<file path="src/symbol_map_pkg.sv">
// Purpose: Shared constants and types for the lane/symbol mapper
// Assumes: Symbol layout {valid, error, data[7:0]}
// Notes:   XGMII lane n is txd/rxd[8n+7:8n] with control bit n
package symbol_map_pkg;
  localparam int SYM_W      = 10;
  localparam int FIFO_DEPTH = 8;
  localparam int FIFO_W     = 4 * SYM_W;
  localparam logic [1:0] DIC_MAX   = 2'h3;
  localparam logic [1:0] DIC_RESET = 2'h0;
  localparam logic [1:0] SLOT_RST  = 2'h0;
  localparam logic [7:0] XG_IDLE  = 8'h07;
  localparam logic [7:0] XG_LPI   = 8'h06;
  localparam logic [7:0] XG_SOP   = 8'hFB;
  localparam logic [7:0] XG_TERM  = 8'hFD;
  localparam logic [7:0] XG_ERR   = 8'hFE;
  localparam logic [7:0] XG_SEQ   = 8'h9C;
  localparam logic [7:0] XG_SIG   = 8'h5C;
  localparam logic [7:0] PREAMBLE = 8'h55;
  localparam logic [9:0] SYM_IDLE = 10'h000;
  localparam logic [9:0] SYM_LPI  = 10'h101;
  localparam logic [9:0] SYM_CE   = 10'h10F;
  localparam logic [9:0] SYM_SEQ  = 10'h19C;
  localparam logic [9:0] SYM_ERR  = 10'h300;
  localparam logic [3:0] XGC_ALL  = 4'hF;
  localparam logic [3:0] SEQ_PAT  = 4'h6;
  typedef logic [9:0] sym_t;
  typedef enum logic [2:0] {
    ENC_IDLE = 3'b001,
    ENC_DATA = 3'b010,
    ENC_SEQ  = 3'b100
  } enc_state_t;
  typedef enum logic [3:0] {
    DEC_IDLE = 4'b0001,
    DEC_DATA = 4'b0010,
    DEC_SEQ  = 4'b0100,
    DEC_ERR  = 4'b1000
  } dec_state_t;
endpackage

</file>
<file path="src/quad_lane_byte_symbol_mapper.sv">
// Purpose: XGMII word to byte symbol stream and back, with alignment
// Assumes: One symbol per clock each way; tx_even toggles every clock
// Notes:   Encoded words wait in a small FIFO ahead of the serializer
`timescale 1ns/1ps
module sym_fifo #(
  parameter int WIDTH = 40,
  parameter int DEPTH = 8
) (
  input  wire logic             clk,
  input  wire logic             rst_n,
  input  wire logic [WIDTH-1:0] in_data,
  input  wire logic             in_valid,
  output logic                  in_ready,
  output logic [WIDTH-1:0]      out_data,
  output logic                  out_valid,
  input  wire logic             out_ready
);
  localparam int AW = $clog2(DEPTH);
  logic [WIDTH-1:0] mem [DEPTH];
  logic [AW-1:0]    wr_q;
  logic [AW-1:0]    rd_q;
  logic [AW:0]      cnt_q;
  logic             push;
  logic             pop;

  assign in_ready  = cnt_q != (AW+1)'(DEPTH);
  assign out_valid = cnt_q != '0;
  assign out_data  = mem[rd_q];
  assign push      = in_valid && in_ready;
  assign pop       = out_valid && out_ready;

  always_ff @(posedge clk) begin
    if (push) begin
      mem[wr_q] <= in_data;
    end
  end

  always_ff @(posedge clk) begin
    if (!rst_n) begin
      wr_q  <= '0;
      rd_q  <= '0;
      cnt_q <= '0;
    end else begin
      if (push) begin
        wr_q <= (wr_q == AW'(DEPTH - 1)) ? '0 : wr_q + 1'b1;
      end
      if (pop) begin
        rd_q <= (rd_q == AW'(DEPTH - 1)) ? '0 : rd_q + 1'b1;
      end
      cnt_q <= cnt_q + (AW+1)'(push) - (AW+1)'(pop);
    end
  end
endmodule

// Behaviour
// RQ1 - Map data, idle, LPI and start words
// RQ2 - Terminate and later lanes become idle
// RQ3 - Sequence word output depends on encoder state
// RQ4 - Repeated sequence words form one set
// RQ5 - Pack 24 payload bits into four bytes
// RQ6 - Bit 6 follows bit 7 or 5
// RQ7 - Signal set clears bit 7 of byte 2
// RQ8 - Bit-7 pattern 01 marks set start
// RQ9 - Serialize index 0 first, 3 last
// RQ10 - Even indices presented while tx_even true
// RQ11 - Gather received symbols earliest at index 0
// RQ12 - Data after idle lands on index 0
// RQ13 - LPI/idle transitions land on 0 or 2
// RQ14 - Ordered set start lands on index 0
// RQ15 - Deficit counts deletes up, inserts down
// RQ16 - Deficit stays within zero to three
// RQ17 - Insert only idles, delete any symbol
// RQ18 - Decode data words and start character
// RQ19 - Decode idles and place terminate
// RQ20 - Decode LPI groups and LPI exits
// RQ21 - Decode sequence halves by state and flag
// RQ22 - Rebuild payload only on pattern 0110
// RQ23 - Symbol encodings for idle, LPI, Seq, CE
// RQ24 - Keep bytes 2 and 3 for next cycle
// RQ25 - Next-half flag uses one group lookahead
module quad_lane_byte_symbol_mapper
  import symbol_map_pkg::*;
(
  input  wire logic        clk,
  input  wire logic        rst_n,
  input  wire logic [31:0] txd,
  input  wire logic [3:0]  txc,
  input  wire logic        tx_word_valid,
  output logic             tx_word_ready,
  input  wire logic        tx_even,
  output logic             tx_symbol_valid,
  output logic             tx_symbol_error,
  output logic [7:0]       tx_symbol_data,
  input  wire logic        rx_symbol_valid,
  input  wire logic        rx_symbol_error,
  input  wire logic [7:0]  rx_symbol_data,
  output logic [31:0]      rxd,
  output logic [3:0]       rxc,
  output logic             rx_word_strobe
);
  function automatic logic [7:0] fix6(logic [7:0] b);
    fix6    = b;
    fix6[6] = b[2] ? b[5] : b[7]; // RQ6
  endfunction

  function automatic logic [31:0] pack(logic [23:0] p, logic sig);
    pack[7:0]   = fix6({2'b00, p[5:0]}); // RQ5
    pack[15:8]  = fix6({2'b10, p[11:8], p[7:6]});
    pack[23:16] = fix6({~sig, 1'b0, p[17:16], p[15:12]}); // RQ7
    pack[31:24] = fix6({2'b00, p[23:18]});
  endfunction

  function automatic logic [8:0] to_xg(sym_t s);
    to_xg = s[8] ? {1'b1, XG_ERR} : {1'b0, s[7:0]};
  endfunction

  // Transmit side
  enc_state_t  enc_q;
  enc_state_t  enc_d;
  logic [15:0] s23_q;
  logic [15:0] s23_d;
  logic [31:0] seq_w;
  sym_t        enc_w [4];
  sym_t        ln_sym [4];
  logic [3:0]  ln_de;
  logic [3:0]  ln_idle;
  logic [3:0]  ln_lpi;
  logic [3:0]  ln_term;
  logic [3:0]  mlo;
  logic [3:0]  mhi;
  logic        t_hit;
  logic [1:0]  t_k;
  logic        is_seqw;
  logic        enc_push;
  logic [39:0] fifo_out;
  logic        fifo_ov;
  logic        ser_end;
  logic        pair_q;
  logic [39:0] word_q;
  sym_t        tx_sym_q;
  // Receive side
  sym_t        la_q [4];
  sym_t        prev_q;
  sym_t        cur;
  sym_t        grp_q [4];
  sym_t        g [4];
  sym_t        grp_new [4];
  sym_t        grp_out [4];
  logic [1:0]  slot_q;
  logic [1:0]  pos;
  logic [1:0]  dic_q;
  logic [1:0]  dic_d;
  logic [2:0]  ins_n;
  logic        fill_emit;
  logic        grp_emit;
  logic        set_start;
  logic        need0;
  logic        need02;
  logic        mis0;
  logic        mis02;
  sym_t        hold_q [4];
  logic        hold_v_q;
  logic [3:0]  h_de;
  logic [3:0]  h_idle;
  logic [3:0]  h_lpi;
  logic [3:0]  h_ce;
  logic        h_shape;
  logic        n_shape;
  logic        first_half;
  logic        next_half_present;
  logic        pat_ok;
  logic [23:0] xyz;
  logic [23:0] xyz_q;
  logic [23:0] xyz_d;
  logic        seqok_q;
  logic        seqok_d;
  logic [8:0]  d_w [4];
  dec_state_t  dec_q;
  dec_state_t  dec_d;
  logic        dec_go;
  logic        dt_hit;
  logic [1:0]  dt_k;

  for (genvar i = 0; i < 4; i++) begin : g_lane
    assign ln_de[i]   = !txc[i] || txd[8*i+7 -: 8] == XG_ERR;
    assign ln_idle[i] = txc[i] && txd[8*i+7 -: 8] == XG_IDLE;
    assign ln_lpi[i]  = txc[i] && txd[8*i+7 -: 8] == XG_LPI;
    assign ln_term[i] = txc[i] && txd[8*i+7 -: 8] == XG_TERM;
    assign ln_sym[i]  = {1'b1, txc[i], txd[8*i+7 -: 8]};
    assign h_de[i]    = hold_q[i][9];
    assign h_idle[i]  = hold_q[i][9:8] == 2'b00; // RQ23
    assign h_lpi[i]   = hold_q[i] == SYM_LPI;
    assign h_ce[i]    = hold_q[i] == SYM_CE;
  end

  // Word encode
  assign is_seqw  = txc == 4'h1 && (txd[7:0] == XG_SEQ || txd[7:0] == XG_SIG);
  assign seq_w    = pack(txd[31:8], txd[7:0] == XG_SIG);
  assign enc_push = tx_word_valid && tx_word_ready;

  always_comb begin
    mlo   = '0;
    mhi   = '0;
    t_hit = 1'b0;
    t_k   = '0;
    for (int k = 0; k < 4; k++) begin
      mlo = 4'((5'h01 << k) - 5'h01);
      mhi = 4'(5'h1E << k);
      if (ln_term[k] && (ln_de | ~mlo) == XGC_ALL && (ln_idle | ~mhi) == XGC_ALL) begin
        t_hit = 1'b1;
        t_k   = 2'(k);
      end
    end
  end

  always_comb begin
    enc_w = '{SYM_ERR, SYM_ERR, SYM_ERR, SYM_ERR}; // RQ2
    enc_d = ENC_DATA;
    s23_d = s23_q;
    if (&ln_de) begin
      enc_w = ln_sym; // RQ1
    end else if (&ln_idle) begin
      enc_w = '{SYM_IDLE, SYM_IDLE, SYM_IDLE, SYM_IDLE}; // RQ1
      enc_d = ENC_IDLE;
    end else if (&ln_lpi) begin
      enc_w = '{SYM_LPI, SYM_LPI, SYM_LPI, SYM_LPI}; // RQ1
    end else if (txc[0] && txd[7:0] == XG_SOP && &ln_de[3:1]) begin
      enc_w    = ln_sym;
      enc_w[0] = {2'b10, PREAMBLE}; // RQ1
    end else if (t_hit) begin
      for (int i = 0; i < 4; i++) begin
        enc_w[i] = (2'(i) < t_k) ? ln_sym[i] : SYM_IDLE; // RQ2
      end
      enc_d = (t_k == 2'h0) ? ENC_IDLE : ENC_DATA;
    end else if (is_seqw) begin
      enc_d = ENC_IDLE;
      case (enc_q)
        ENC_IDLE: begin
          enc_w = '{SYM_SEQ, {2'b10, seq_w[7:0]}, SYM_SEQ, {2'b10, seq_w[15:8]}}; // RQ3
          s23_d = seq_w[31:16]; // RQ24
          enc_d = ENC_SEQ;
        end
        ENC_SEQ: begin
          // Second word of a run is ignored; bytes come from the first
          enc_w = '{SYM_SEQ, {2'b10, s23_q[7:0]}, SYM_SEQ, {2'b10, s23_q[15:8]}}; // RQ4
        end
        default: begin
          enc_w = '{SYM_IDLE, SYM_IDLE, SYM_IDLE, SYM_IDLE}; // RQ3
        end
      endcase
    end
  end

  always_ff @(posedge clk) begin
    if (!rst_n) begin
      enc_q <= ENC_IDLE;
      s23_q <= '0;
    end else if (enc_push) begin
      enc_q <= enc_d;
      s23_q <= s23_d;
    end
  end

  sym_fifo #(
    .WIDTH (FIFO_W),
    .DEPTH (FIFO_DEPTH)
  ) u_fifo (
    .clk       (clk),
    .rst_n     (rst_n),
    .in_data   ({enc_w[3], enc_w[2], enc_w[1], enc_w[0]}),
    .in_valid  (tx_word_valid),
    .in_ready  (tx_word_ready),
    .out_data  (fifo_out),
    .out_valid (fifo_ov),
    .out_ready (ser_end)
  );

  // Serializer: the flop output shows next cycle, when tx_even has flipped
  assign ser_end = pair_q && tx_even;

  always_ff @(posedge clk) begin
    if (!rst_n) begin
      pair_q   <= 1'b0;
      word_q   <= {4{SYM_IDLE}};
      tx_sym_q <= SYM_IDLE;
    end else begin
      pair_q   <= pair_q ^ tx_even;
      tx_sym_q <= word_q[SYM_W*{pair_q, tx_even} +: SYM_W]; // RQ9 RQ10
      if (ser_end) begin
        word_q <= fifo_ov ? fifo_out : {4{SYM_IDLE}};
      end
    end
  end

  assign tx_symbol_valid = tx_sym_q[9];
  assign tx_symbol_error = tx_sym_q[8];
  assign tx_symbol_data  = tx_sym_q[7:0];

  // Aligner, looking three symbols ahead for set boundaries
  assign cur       = la_q[0];
  assign set_start = cur == SYM_SEQ && la_q[1][9:8] == 2'b10 && !la_q[1][7]
                   && la_q[2] == SYM_SEQ && la_q[3][9:8] == 2'b10 && la_q[3][7]; // RQ8
  assign need0     = (prev_q[9:8] == 2'b00 && cur[9]) || set_start;
  assign need02    = (prev_q[9:8] == 2'b00 && cur == SYM_LPI)
                   || (prev_q == SYM_LPI && cur[9:8] == 2'b00);
  assign mis0      = need0 && slot_q != 2'h0;
  assign mis02     = !need0 && need02 && slot_q[0];

  always_comb begin
    g         = grp_q;
    fill_emit = 1'b0;
    pos       = slot_q;
    dic_d     = dic_q;
    ins_n     = 3'h4 - {1'b0, slot_q};
    if (mis0) begin
      pos = 2'h0; // RQ12 RQ14
      if ({1'b0, dic_q} + {1'b0, slot_q} <= {1'b0, DIC_MAX}) begin
        dic_d = dic_q + slot_q; // RQ15 RQ17
      end else begin
        for (int i = 0; i < 4; i++) begin
          if (2'(i) >= slot_q) begin
            g[i] = SYM_IDLE; // RQ17
          end
        end
        fill_emit = 1'b1;
        dic_d = ({1'b0, dic_q} > ins_n) ? 2'({1'b0, dic_q} - ins_n) : 2'h0; // RQ16
      end
    end else if (mis02) begin
      if (dic_q != DIC_MAX) begin
        dic_d = dic_q + 2'h1; // RQ15 RQ16
        pos   = slot_q - 2'h1; // RQ13
      end else begin
        g[slot_q] = SYM_IDLE;
        dic_d     = dic_q - 2'h1; // RQ15
        fill_emit = slot_q == 2'h3;
        pos       = slot_q + 2'h1; // RQ13
      end
    end
    grp_new      = g;
    grp_new[pos] = cur; // RQ11
    grp_emit     = fill_emit || pos == 2'h3;
    grp_out      = fill_emit ? g : grp_new;
  end

  always_ff @(posedge clk) begin
    if (!rst_n) begin
      la_q   <= '{SYM_IDLE, SYM_IDLE, SYM_IDLE, SYM_IDLE};
      grp_q  <= '{SYM_IDLE, SYM_IDLE, SYM_IDLE, SYM_IDLE};
      prev_q <= SYM_IDLE;
      slot_q <= SLOT_RST;
      dic_q  <= DIC_RESET;
    end else begin
      la_q   <= '{la_q[1], la_q[2], la_q[3], {rx_symbol_valid, rx_symbol_error, rx_symbol_data}};
      grp_q  <= grp_new;
      prev_q <= cur;
      slot_q <= pos + 2'h1;
      dic_q  <= dic_d;
    end
  end

  // Decoder, one group behind so the next group can be inspected
  assign dec_go  = grp_emit && hold_v_q;
  assign h_shape = hold_q[0] == SYM_SEQ && hold_q[1][9:8] == 2'b10
                 && hold_q[2] == SYM_SEQ && hold_q[3][9:8] == 2'b10;
  assign n_shape = grp_out[0] == SYM_SEQ && grp_out[1][9:8] == 2'b10
                 && grp_out[2] == SYM_SEQ && grp_out[3][9:8] == 2'b10;
  assign first_half        = h_shape && !hold_q[1][7] && hold_q[3][7];
  assign next_half_present = n_shape && !grp_out[3][7]; // RQ25
  assign pat_ok = {hold_q[1][7], hold_q[3][7], grp_out[1][7], grp_out[3][7]} == SEQ_PAT;
  assign xyz    = {grp_out[3][5:0], grp_out[1][5:4], grp_out[1][3:0], hold_q[3][5:2],
                   hold_q[3][1:0], hold_q[1][5:0]}; // RQ22

  always_comb begin
    dt_hit = 1'b0;
    dt_k   = '0;
    for (int k = 3; k >= 0; k--) begin
      if ((h_de | ~4'((5'h01 << k) - 5'h01)) == XGC_ALL && (h_idle[k] || (k > 0 && h_ce[k]))
          && (h_idle | ~4'(5'h1E << k)) == XGC_ALL) begin
        dt_hit = 1'b1;
        dt_k   = 2'(k);
      end
    end
  end

  always_comb begin
    d_w     = '{{1'b1, XG_ERR}, {1'b1, XG_ERR}, {1'b1, XG_ERR}, {1'b1, XG_ERR}}; // RQ21
    dec_d   = DEC_ERR;
    xyz_d   = xyz_q;
    seqok_d = seqok_q;
    if (&h_de && dec_q != DEC_IDLE) begin
      d_w   = '{to_xg(hold_q[0]), to_xg(hold_q[1]), to_xg(hold_q[2]), to_xg(hold_q[3])}; // RQ18
      dec_d = DEC_DATA;
    end else if (hold_q[0][9:8] == 2'b10 && &h_de[3:1] && dec_q == DEC_IDLE) begin
      d_w   = '{{1'b1, XG_SOP}, to_xg(hold_q[1]), to_xg(hold_q[2]), to_xg(hold_q[3])}; // RQ18
      dec_d = DEC_DATA;
    end else if (&h_idle && dec_q != DEC_DATA) begin
      d_w   = '{4{{1'b1, XG_IDLE}}}; // RQ19
      dec_d = DEC_IDLE;
    end else if (dt_hit && dec_q == DEC_DATA) begin
      for (int i = 0; i < 4; i++) begin
        d_w[i] = (2'(i) < dt_k) ? to_xg(hold_q[i]) : {1'b1, XG_IDLE};
      end
      d_w[dt_k] = {1'b1, XG_TERM}; // RQ19
      dec_d     = DEC_IDLE;
    end else if (&h_lpi || h_idle == 4'h3 && h_lpi == 4'hC) begin
      d_w   = '{4{{1'b1, XG_LPI}}}; // RQ20
      dec_d = DEC_IDLE;
    end else if (h_lpi == 4'h3 && h_idle == 4'hC) begin
      d_w   = '{4{{1'b1, XG_IDLE}}}; // RQ20
      dec_d = DEC_IDLE;
    end else if (first_half) begin
      d_w   = '{4{{1'b1, XG_IDLE}}};
      dec_d = DEC_IDLE;
      if (next_half_present) begin
        dec_d   = DEC_SEQ; // RQ21
        xyz_d   = xyz;
        seqok_d = pat_ok;
        if (pat_ok) begin
          d_w = '{{1'b1, XG_SEQ}, {1'b0, xyz[7:0]}, {1'b0, xyz[15:8]}, {1'b0, xyz[23:16]}}; // RQ22
        end
      end
    end else if (h_shape && !hold_q[3][7] && dec_q == DEC_SEQ) begin
      d_w   = '{4{{1'b1, XG_IDLE}}};
      dec_d = DEC_IDLE; // RQ21
      if (seqok_q) begin
        d_w = '{{1'b1, XG_SEQ}, {1'b0, xyz_q[7:0]}, {1'b0, xyz_q[15:8]}, {1'b0, xyz_q[23:16]}};
      end
    end
  end

  always_ff @(posedge clk) begin
    if (!rst_n) begin
      hold_q         <= '{SYM_IDLE, SYM_IDLE, SYM_IDLE, SYM_IDLE};
      hold_v_q       <= 1'b0;
      dec_q          <= DEC_IDLE;
      xyz_q          <= '0;
      seqok_q        <= 1'b0;
      rxd            <= {4{XG_IDLE}};
      rxc            <= XGC_ALL;
      rx_word_strobe <= 1'b0;
    end else begin
      rx_word_strobe <= dec_go;
      if (grp_emit) begin
        hold_q   <= grp_out;
        hold_v_q <= 1'b1;
      end
      if (dec_go) begin
        dec_q   <= dec_d;
        xyz_q   <= xyz_d;
        seqok_q <= seqok_d;
        rxd     <= {d_w[3][7:0], d_w[2][7:0], d_w[1][7:0], d_w[0][7:0]};
        rxc     <= {d_w[3][8], d_w[2][8], d_w[1][8], d_w[0][8]};
      end
    end
  end
endmodule

</file>
<file path="config.mk">
export PLATFORM = sky130hd
export DESIGN_NAME = quad_lane_byte_symbol_mapper
export DESIGN_NICKNAME = d
export VERILOG_FILES = /design/src/symbol_map_pkg.sv /design/src/quad_lane_byte_symbol_mapper.sv
export SDC_FILE = /design/constraint.sdc
export NUM_CORES = 1
export LEC_CHECK = 0
export BUFFER_PORTS_ARGS = -buffer_cell sky130_fd_sc_hd__buf_2
export CAP_MARGIN = 25
export CORE_MARGIN = 2
export CORE_UTILIZATION = 60
export CTS_CLUSTER_SIZE = 25
export DETAILED_ROUTE_END_ITERATION = 10
export PLACE_DENSITY = 0.78
export REMOVE_ABC_BUFFERS = 1
export SYNTH_ARGS = -nofsm -noshare
export SYNTH_HDL_FRONTEND = slang
export SYNTH_SLANG_ARGS = --single-unit
</file>
<file path="constraint.sdc">
create_clock -name clk -period 13.6 [get_ports clk]
set_clock_uncertainty 0.15 [all_clocks]
set_input_delay 0.68 -clock clk [delete_from_list [all_inputs] [get_ports clk]]
set_output_delay 0.68 -clock clk [all_outputs]
set_load 0.1 [all_outputs]
</file>
Word-level counts from Yosys, hierarchy flattened
Memory sizes are Yosys's and may differ from the RTL's. A register that Yosys moved wholly into a read port is not among the register bits.
Cells that the tools add are included.
Widths: inputs -> output; s select.
{ "totals": {"reg_bits": 280, "latchBits": 0, "ram_bits": 320, "romBits": 0, "output_inout_bits": 48, "mem_count": 1} }
{ "memory_table": {"columns": ["memory", "depth", "width", "rd", "rd_clocked_by_memory_dff", "write_ports", "line", "text"], "rows": [
  ["u_fifo.mem", 8, 40, 1, 1, 1, "quad_lane_byte_symbol_mapper.sv:19", "logic [WIDTH-1:0] mem [DEPTH];"]
]} }
{ "op_classes": {"n_addsub": 13, "n_mul": 1, "div": 0, "order_cmp": 20, "eq_ne": 68, "shifts": 1, "n_mux": 101, "bitwise_logic": 21, "n_reduce_logical": 104} }
{ "op_table": {"columns": ["op", "count"], "rows": [
  ["$mux 40", 12],
  ["$mux 36", 7],
  ["$eq 10x9->1 const B", 15],
  ["$mux 35", 4],
  ["$mux 10", 10],
  ["$mux 9", 9],
  ["$eq 8x8->1 const B", 10],
  ["$pmux 39 s2", 1],
  ["$eq 8x3->1 const B", 8],
  ["$logic_and 1x1->1", 63],
  ["$and 40x40->40", 1],
  ["$bwmux 40", 1],
  ["$demux 10 s2", 2],
  ["$not 40->40", 1],
  ["$shiftx 40x7->10", 1],
  ["$mux 3", 12],
  ["$mux 4", 8],
  ["$or 32x32->32", 1],
  ["$mux 2", 15],
  ["$eq 2x2->1 const B", 13],
  ["$reduce_and 4->1", 6],
  ["$eq 3x3->1 const B", 7],
  ["$mux 1", 19],
  ["$demux 9 s2", 1],
  ["other kinds (41)", 102]
]} }

Depth between registers and ports, before layout
Gate-level depths: netlist (run 1).
{ "logic_depth": {"word_depth": 32, "depth_mapped": 18, "depth_no_buf": 15} }

Cells and area by module
Synthesis (run 1) repeated with hierarchy kept, for this count alone.
{ "unflattened": {"cells_unflattened": 2064, "hier_area_um2": 25594.5} }
{ "modules_own_cells": {"columns": ["mod", "instances", "cells_each", "area_each_um2", "seq_area_each_um2"], "rows": [
  ["sym_fifo", 1, 539, 13007.5, 9869.5],
  ["quad_lane_byte_symbol_mapper", 1, 1525, 12587.1, 5385.2]
]} }

Least setup slack after synthesis (run 1)
Ideal clock, no wire load.
{ "synth_path": {"path_kind": "reg-to-reg", "start": "reg u_fifo.cnt_q[2]", "end": "mem u_fifo.mem[0][0], enable pin", "setup_ns": 0.537, "arrival_time_ns": 5.479, "required_time_ns": 12.913, "slack_ns": 7.434, "stages_incl_launch_ff": 7, "n_path_buf": 1, "synth_period_minus_slack_ns": 6.166, "path_cell_list": "dfxtp_1 > inv_1 > ha_1 > nand2_1 > nand2_1 > clkbuf_1 > nor4_1"} }
{ "synth_via": {"elab_chain_cells": 4} }
{ "synth_rtl": {"columns": ["element", "line", "text"], "rows": [
  ["start, declared", "quad_lane_byte_symbol_mapper.sv:22", "logic [AW:0] cnt_q;"],
  ["start signal, assigned", "quad_lane_byte_symbol_mapper.sv:50", "cnt_q <= cnt_q + (AW+1)'(push) - (AW+1)'(pop);"],
  ["$ne 4x4->1", "quad_lane_byte_symbol_mapper.sv:26", "assign in_ready = cnt_q != (AW+1)'(DEPTH);"],
  ["named net tx_word_ready", "quad_lane_byte_symbol_mapper.sv:89", "output logic tx_word_ready,"],
  ["$logic_and 1x1->1", "quad_lane_byte_symbol_mapper.sv:29", "assign push = in_valid && in_ready;"],
  ["$mux 1", "quad_lane_byte_symbol_mapper.sv:33", "if (push) begin"],
  ["$mux 1 (implied by the code)", "quad_lane_byte_symbol_mapper.sv:34", "mem[wr_q] <= in_data;"],
  ["end, declared", "quad_lane_byte_symbol_mapper.sv:19", null]
]} }
The timed path passes the listed nets, and every way through them passes these cells.

Worst setup path after layout (run 1)
{ "layout_path": {"start": "reg slot_q[0]", "end": "reg xyz_q[15]"} }
{ "layout_via": {"elab_chain_cells": 18, "elab_cells_between_ends": 56} }
{ "layout_rtl": {"columns": ["element", "line", "text"], "rows": [
  ["start, declared", "quad_lane_byte_symbol_mapper.sv:149", "logic [1:0] slot_q;"],
  ["start signal, assigned", "quad_lane_byte_symbol_mapper.sv:356", "slot_q <= pos + 2'h1;"],
  ["parallel branches: the longest is 18 deep, another holds $ge 3x3->1", null, null],
  ["end signal, assigned", "quad_lane_byte_symbol_mapper.sv:449", "xyz_q <= xyz_d;"],
  ["end, declared", "quad_lane_byte_symbol_mapper.sv:173", "logic [23:0] xyz_q;"]
]} }
Parallel ways; which one is timed is not known.
A chain may end at the register's enable or synchronous reset.

==> results.cfg, run 1 <==
[clock_network]
cts.path.max_buffers = 3
postCtsSetupRepairBufs = 0
hold_buffers = 0
clk_pin_slew_ns = 0.06
cts_htree_levels = 2
numCtsBuffers = 58
cts_root_buf = clkbuf_16
clock_latency_ns = 0.63
cts_resized = 0
clock_sinks = 602
cts_tree = done

[cells_and_area]
drive_above_1_share = 0.162
finalInstanceArea_um2 = 28000
n_antenna_cell = 0
nFillCells = 2920
syn2layout_area_growth_pct = 11.7
instances_no_fill = 2720
final_util = 0.682
nets = 2212

[critical_path]
path_delay_family = simple AND/OR/NAND/NOR gates
cp_slowest_cell = ha_1
end_kind = flop
crit_chain = inv_1 > ha_1 > or3b_2 > nor3_1 > a21o_1 > nor2_1 > inv_1 > ha_1 > nand3_1 > a31oi_1 > nand3_1 > nor4b_4 > buf_4 > mux2_2 > nor2_1
cp-start-kind = flop
required_ns = 13.99
critPathBufInv = 3
reg2reg_from = slot_q[0]
startpoint = slot_q[0]
cp_slowest_stage_delay_ns = 0.80
critical_path_arrival_ns = 5.91
critPathKind = reg -> reg
crit_fanout = 32

[placement]
dp.cells = 2610
placed_area_um2 = 26000
gp_congestion = 0.948
dpl.hpwl_um = 39200
io_buffers = 97

[logic_synthesis]
synth_async_sr_flop_share = 0
synthAdderAreaFrac = 0.0121
yosys.area_share.xor_xnor = 0.00174
syn_area_per_cell_um2 = 12.1
yosys.area_share.simple = 0.142
ys_warn_count = 0
synth_compound_area_frac = 0.0970
synth_edf_count = 320
syn_area_um2 = 25100
yosys_register_bits = 602
ys_seq_area_frac = 0.607
synthMuxAreaShare = 0.111
synthFlopType = edfxtp_1
synth.distinct_cells = 82
synthCells = 2081
synth_top_family_by_area = simple AND/OR/NAND/NOR gates

[run]
cap_violations = 0

[sta]
finalCritPeriodShare = 0.406
holdWs_ns = 0.127
setup_tns_ns = 0
setup_viol = 0
hold_viol_final = 0
max_freq_ghz = 0.181
max_slew_margin = 0.232
fin_crit_ns = 5.52
drv_slew = 0
worst-slew-pin-transition_ns = 1.15
grt_setup_unrepaired = no

[grt]
grt_use_total = 0.295
grt_pass1_vias = 17200
antenna_found_initial = 1
grt_pass1_wl_um = 99000
grt_max_degree = 71
grt_overflow = 0

[routing]
vias = 17500
drtIter0Drc = 1981
wirelength_um = 64300
viasPerCell = 6.42
routedWlPerCell_um = 23.6
dr.pass1.iters = 6
route.detailed.drc = 0
ant_nets = 0

[die]
io_pins = 98
fp.dieH_um = 209
die_area_um2 = 43500
rows = 74
die_x_um = 209
floorplan.initialDensity = 0.611
core_um2 = 41100

[pwr]
ir_drop_mv = 0.121
power.density_nw_per_um2 = 145
power.leakage_nw = 9.82

[hold_path]
hold_path.class = in -> reg
hold_path.startpoint = rx_symbol_data[0]

[status]
status = finished clean
[final cells by class]
type	instances	area, um2	share of cell area
Clock inverter	26	373	0.0133
Inverter	52	198	0.00705
Timing Repair Buffer	125	696	0.0248
Sequential cell	602	15300	0.544
Tap cell	532	666	0.0237
Multi-Input combinational cell	1300	9200	0.328
Clock buffer	83	1650	0.0587
[per-layer routing]
layer  vias up  share of wire  routed length (um)  GRT usage
met2       878           0.50               32400      0.513
met3       164          0.077                4970     0.0460
met5         -        0.00012                   8          0
li1       7812              -                   -          -
met4         2          0.037                2400      0.124
met1      8612           0.38               24500      0.372
[through the flow]
step	power, W	setup WS [ns]
after floorplan	0.00231	7.40
after global placement	0.00240	8.45
after detailed placement	0.00242	8.26
after CTS	0.00409	8.24
after global routing	0.00419	7.71
final	0.00407	8.08
[power breakdown]
group          switching [W]  internal (W)
Combinational       0.000225      0.000136
Sequential         0.0000501       0.00198
Clock               0.000701      0.000981
[sequential cells by signal, summed over array words and instances, names as in the netlist, 4 cells and up, named ones only]
| signal | count |
|---|---|
| tx_sym_q | 10 |
| cur | 10 |
| la_q | 30 |
| word_q | 40 |
| u_fifo.mem | 320 |
| prev_q | 10 |
| u_fifo.cnt_q | 4 |
| grp_q | 39 |
| xyz_q | 24 |
| dec_q | 4 |
| s23_q | 15 |
| rxc | 4 |
| rxd | 32 |
| hold_q | 36 |
| h_de | 4 |
[layout by cell type (no fill, tap or decap), drive strengths merged, types with 10 or more instances in the layout]
cell type and instances:
edfxtp 320, dfxtp 282, nor2 220, nand2 198
a21oi 153, buf 125, and2 91, mux4 90
clkbuf 83, o21ai 72, mux2i 67, inv 52
nand3 46, nor4 28, nor3 24, ha 21
nand2b 20, a21o 19, a211oi 18, and3 15
a32o 15, clkinv 15, nand4 13, a31oi 13
a22o 13, a22oi 11, o211ai 10
[logic make-up (layout without fill, tap and decap cells)]
family,after synthesis,count (layout)
AOI/OAI and AO/OA,382,382
adders and majority gates,23,23
and+or+nand+nor,726,726
buffers and inverters,179,286
xor gates and xnor gates,5,5
DFF,602,602
muxes,164,164
[final timing paths]
path	slack, ns	depth (start not counted)	end
setup reg to reg	8.08	15	xyz_q[15]
hold reg to reg	0.29	1	la_q[16]
setup / recovery	8.08	15	xyz_q[15]
hold / removal	0.13	2	la_q[0]
[Yosys cell counts (10+ instances only)]
library cell  instances  area share
inv_1                51      0.0076
nand4_1              13      0.0032
nor2_1              220       0.033
ha_1                 21       0.010
nand2b_1             20      0.0050
a211oi_1             17      0.0051
a21o_1               19      0.0057
o21ai_0              67       0.013
a22oi_1              11      0.0033
a32o_1               15      0.0060
clkbuf_1             97       0.014
a22o_1               13      0.0045
mux2i_1              67       0.027
mux4_2               90       0.081
nor4_1               26      0.0065
buf_1                13      0.0019
nand2_1             198       0.030
nor3_1               24      0.0048
a31oi_1              13      0.0032
buf_2                11      0.0022
and3_1               15      0.0037
edfxtp_1            320        0.38
a21oi_1             153       0.030
dfxtp_1             282        0.22
and2_1               91       0.023
o211ai_1             10      0.0030
nand3_1              46      0.0092
(Power assumes the default switching activity.)
==> run 2, diff against run 1 <==
--- a/config.mk
+++ b/config.mk
@@ -5,13 +5,14 @@
 export SDC_FILE = /design/constraint.sdc
 export NUM_CORES = 1
 export LEC_CHECK = 0
+export ABC_AREA = 1
 export BUFFER_PORTS_ARGS = -buffer_cell sky130_fd_sc_hd__buf_2
 export CAP_MARGIN = 25
 export CORE_MARGIN = 2
-export CORE_UTILIZATION = 60
+export CORE_UTILIZATION = 56
 export CTS_CLUSTER_SIZE = 25
 export DETAILED_ROUTE_END_ITERATION = 10
-export PLACE_DENSITY = 0.78
+export PLACE_DENSITY = 0.76
 export REMOVE_ABC_BUFFERS = 1
 export SYNTH_ARGS = -nofsm -noshare
 export SYNTH_HDL_FRONTEND = slang
==> constraint.sdc (replaced) <==
create_clock -name clk -period 5.06 [get_ports clk]
set_clock_uncertainty 0.15 [all_clocks]
set_input_delay 0.253 -clock clk [delete_from_list [all_inputs] [get_ports clk]]
set_output_delay 0.253 -clock clk [all_outputs]
set_load 0.1 [all_outputs]
==> results.cfg, run 2 <==
[status]
status = finished clean

[sta]
hold_viol_final = 0
setup_tns_ns = 0
fin_crit_ns = 4.65
max_freq_ghz = 0.215
setup_slack_ns = 0.409
grt_setup_unrepaired = no
holdWs_ns = 0.0350
setup_viol = 0
max_slew_margin = 0.279
drv_slew = 0
worst-slew-pin-transition_ns = 1.08
finalCritPeriodShare = 0.919

[pwr]
combPwrFrac = 0.130
p_sw_w = 0.00312
p_int_w = 0.00841
seqPwrFrac = 0.488
power.density_nw_per_um2 = 383
power.leakage_nw = 11.5
clkPwrFrac = 0.383
swShare = 0.270
ir_drop_mv = 0.377

[critical_path]
cp_slowest_cell = dfxtp_1
startpoint = slot_q[0]
required_ns = 5.47
crit_cells = 21
reg2reg_slack_ns = 0.41
path_delay_family = buffers and inverters
crit_chain = inv_1 > ha_1 > clkinv_1 > nand2_4 > nand3_1 > buf_4 > ha_1 > inv_1 > nand3_1 > nand2_1 > nand2_1 > nand2_1 > nand2_1 > nor2_1 > nand3_1 > nor2_2 > nand3_1 > buf_4 > clkinv_2 > o21ai_0 > a21oi_1
reg2reg_to = xyz_q[6]
end_kind = flop
reg2reg_from = slot_q[0]
critPathKind = reg -> reg
crit_fanout = 40
critPathBufInv = 6
critical_path_arrival_ns = 5.06
cp-start-kind = flop
critPathCapture = xyz_q[6]
r2r_cells = 21
cp_slowest_stage_delay_ns = 0.48

[die]
die_area_um2 = 49500
core_um2 = 47400
die_x_um = 222
fp.dieH_um = 222
io_pins = 98
rows = 80
floorplan.initialDensity = 0.563

[logic_synthesis]
syn_area_um2 = 26700
yosysTopAreaCellShare = 0.360
yosysTopAreaCell = edfxtp_1
synth.most_common_cell = nand2_1
syn_area_per_cell_um2 = 9.07
yosys_register_bits = 602
yosys-top-cells-area = edfxtp_1 (36%), dfxtp_1 (21%), nand2_1 (6.6%)
ys_warn_count = 0
ys_seq_area_frac = 0.571
synthFlopType = edfxtp_1
synthCells = 2948
synth_async_sr_flop_share = 0
synth_common_cells = nand2_1 (473), nor2_1 (396), inv_1 (322)
synth_edf_count = 320
synth.distinct_cells = 58

[clock_network]
cts_htree_levels = 2
cts_tree = done
numCtsBuffers = 59
clock_sinks = 602
cts.path.max_buffers = 3
clk_pin_slew_ns = 0.06
clock_latency_ns = 0.65
cts_root_buf = clkbuf_16

[run]
cap_violations = 0

[routing]
route.detailed.drc = 0
wirelength_um = 75000
routedWlPerCell_um = 20.3
viasPerCell = 5.95
vias = 22000
ant_nets = 0
drtIter0Drc = 2380
dr.pass1.iters = 7

[placement]
placed_area_um2 = 27800
gp_congestion = 0.974
place_ws_ns = 0.429
dpl.hpwl_um = 48600
io_buffers = 97

[cells_and_area]
nets = 3101
largest_register = u_fifo.mem
syn2layout_area_growth_pct = 12.6
final_common_cell = nand2_1
largest_reg_flops = 320
nFillCells = 3893
seqCellArea_um2 = 15300
finalInstanceArea_um2 = 30100
reg_top3 = u_fifo.mem x320, word_q x40, grp_q x39
multi_input_area_um2 = 9560
final_cell_mix = nand2_1 (473), nor2_1 (388), inv_1 (320), edfxtp_1 (320), dfxtp_1 (280)
drive_above_1_share = 0.0965

[grt]
grt_pass1_wl_um = 114000
grt_max_degree = 82
grt_use_total = 0.295
grt_overflow = 0
antenna_found_initial = 2
grt_pass1_vias = 20400

[hold_path]
hold_path_depth = 4
hold_path.class = in -> reg
-- run 2: power groups by stage --
| stage | logic (W) | clock network (W) | registers, W |
|---|---|---|---|
| 3_5_place_dp | 0.00145 | 0 | 0.00572 |
| 3_3_place_gp | 0.00139 | 0 | 0.00571 |
| 6_report | 0.00149 | 0.00441 | 0.00562 |
| 4_1_cts | 0.00147 | 0.00447 | 0.00562 |
| 2_1_floorplan | 0.000879 | 0 | 0.00577 |
| 5_1_grt | 0.00164 | 0.00464 | 0.00565 |
-- run 2: worst min-delay path by stage --
stage,startpoint,endpoint
2_1_floorplan,rst_n,cur[0]
3_3_place_gp,la_q[21],cur[1]
3_5_place_dp,la_q[6],la_q[16]
4_1_cts,txd[18],u_fifo.mem[5][34]
5_1_grt,txd[18],u_fifo.mem[5][34]
6_report,txd[18],u_fifo.mem[5][34]
-- run 2: tightest hold or removal path: stages --
cell and delay [ns]:
buf_2 0.15, nand2_1 0.06, o311ai_0 0.08, buf_4 0.16
-- run 2: cell type report --
| class | count | share of cell area |
|---|---|---|
| Clock buffer | 79 | 0.0536 |
| Antenna cell | 2 | 0.000166 |
| Multi-Input combinational cell | 1847 | 0.318 |
| Tap cell | 615 | 0.0256 |
| Clock inverter | 31 | 0.0117 |
| Sequential cell | 602 | 0.507 |
| Timing Repair Buffer | 175 | 0.0406 |
| Inverter | 343 | 0.0433 |
-- run 2: through the flow --
step | utilization | power (W) | instances
3_3_place_gp | 0.584 | 0.00710 | 3547
2_1_floorplan | - | 0.00665 | 2792
6_report | 0.634 | 0.0115 | 3694
3_5_place_dp | 0.585 | 0.00717 | 3550
4_1_cts | 0.633 | 0.0116 | 3688
5_1_grt | 0.634 | 0.0119 | 3693
-- run 2: routing by layer --
metal  GRT usage  part of all wire  wire, um
met5           0                 0         0
met4      0.0981             0.032      2380
met3      0.0524             0.097      7290
met2       0.447              0.44     33200
met1       0.432              0.43     32100
-- run 2: timing repair --
item | CTS | global route
hold buffers | 28 | 0
setup buffers | 0 | 0
endpoints found under the setup margin | 0 | 7
gates resized for setup | 0 | 1
endpoints found under the hold margin | 49 | 0
-- run 2: kinds of logic (layout without fill, tap and decap cells) --
kind of cell	Yosys count	in the layout	share of synthesized area
and+or+nand+nor	1136	1136	0.180
AOI/OAI and AO/OA	628	628	0.142
DFF	602	602	0.571
buffers and inverters	499	628	0.0738
muxes	57	57	0.0213
adders and majority gates	23	23	0.0113
xor gates and xnor gates	3	3	0.000983
other	0	2	0
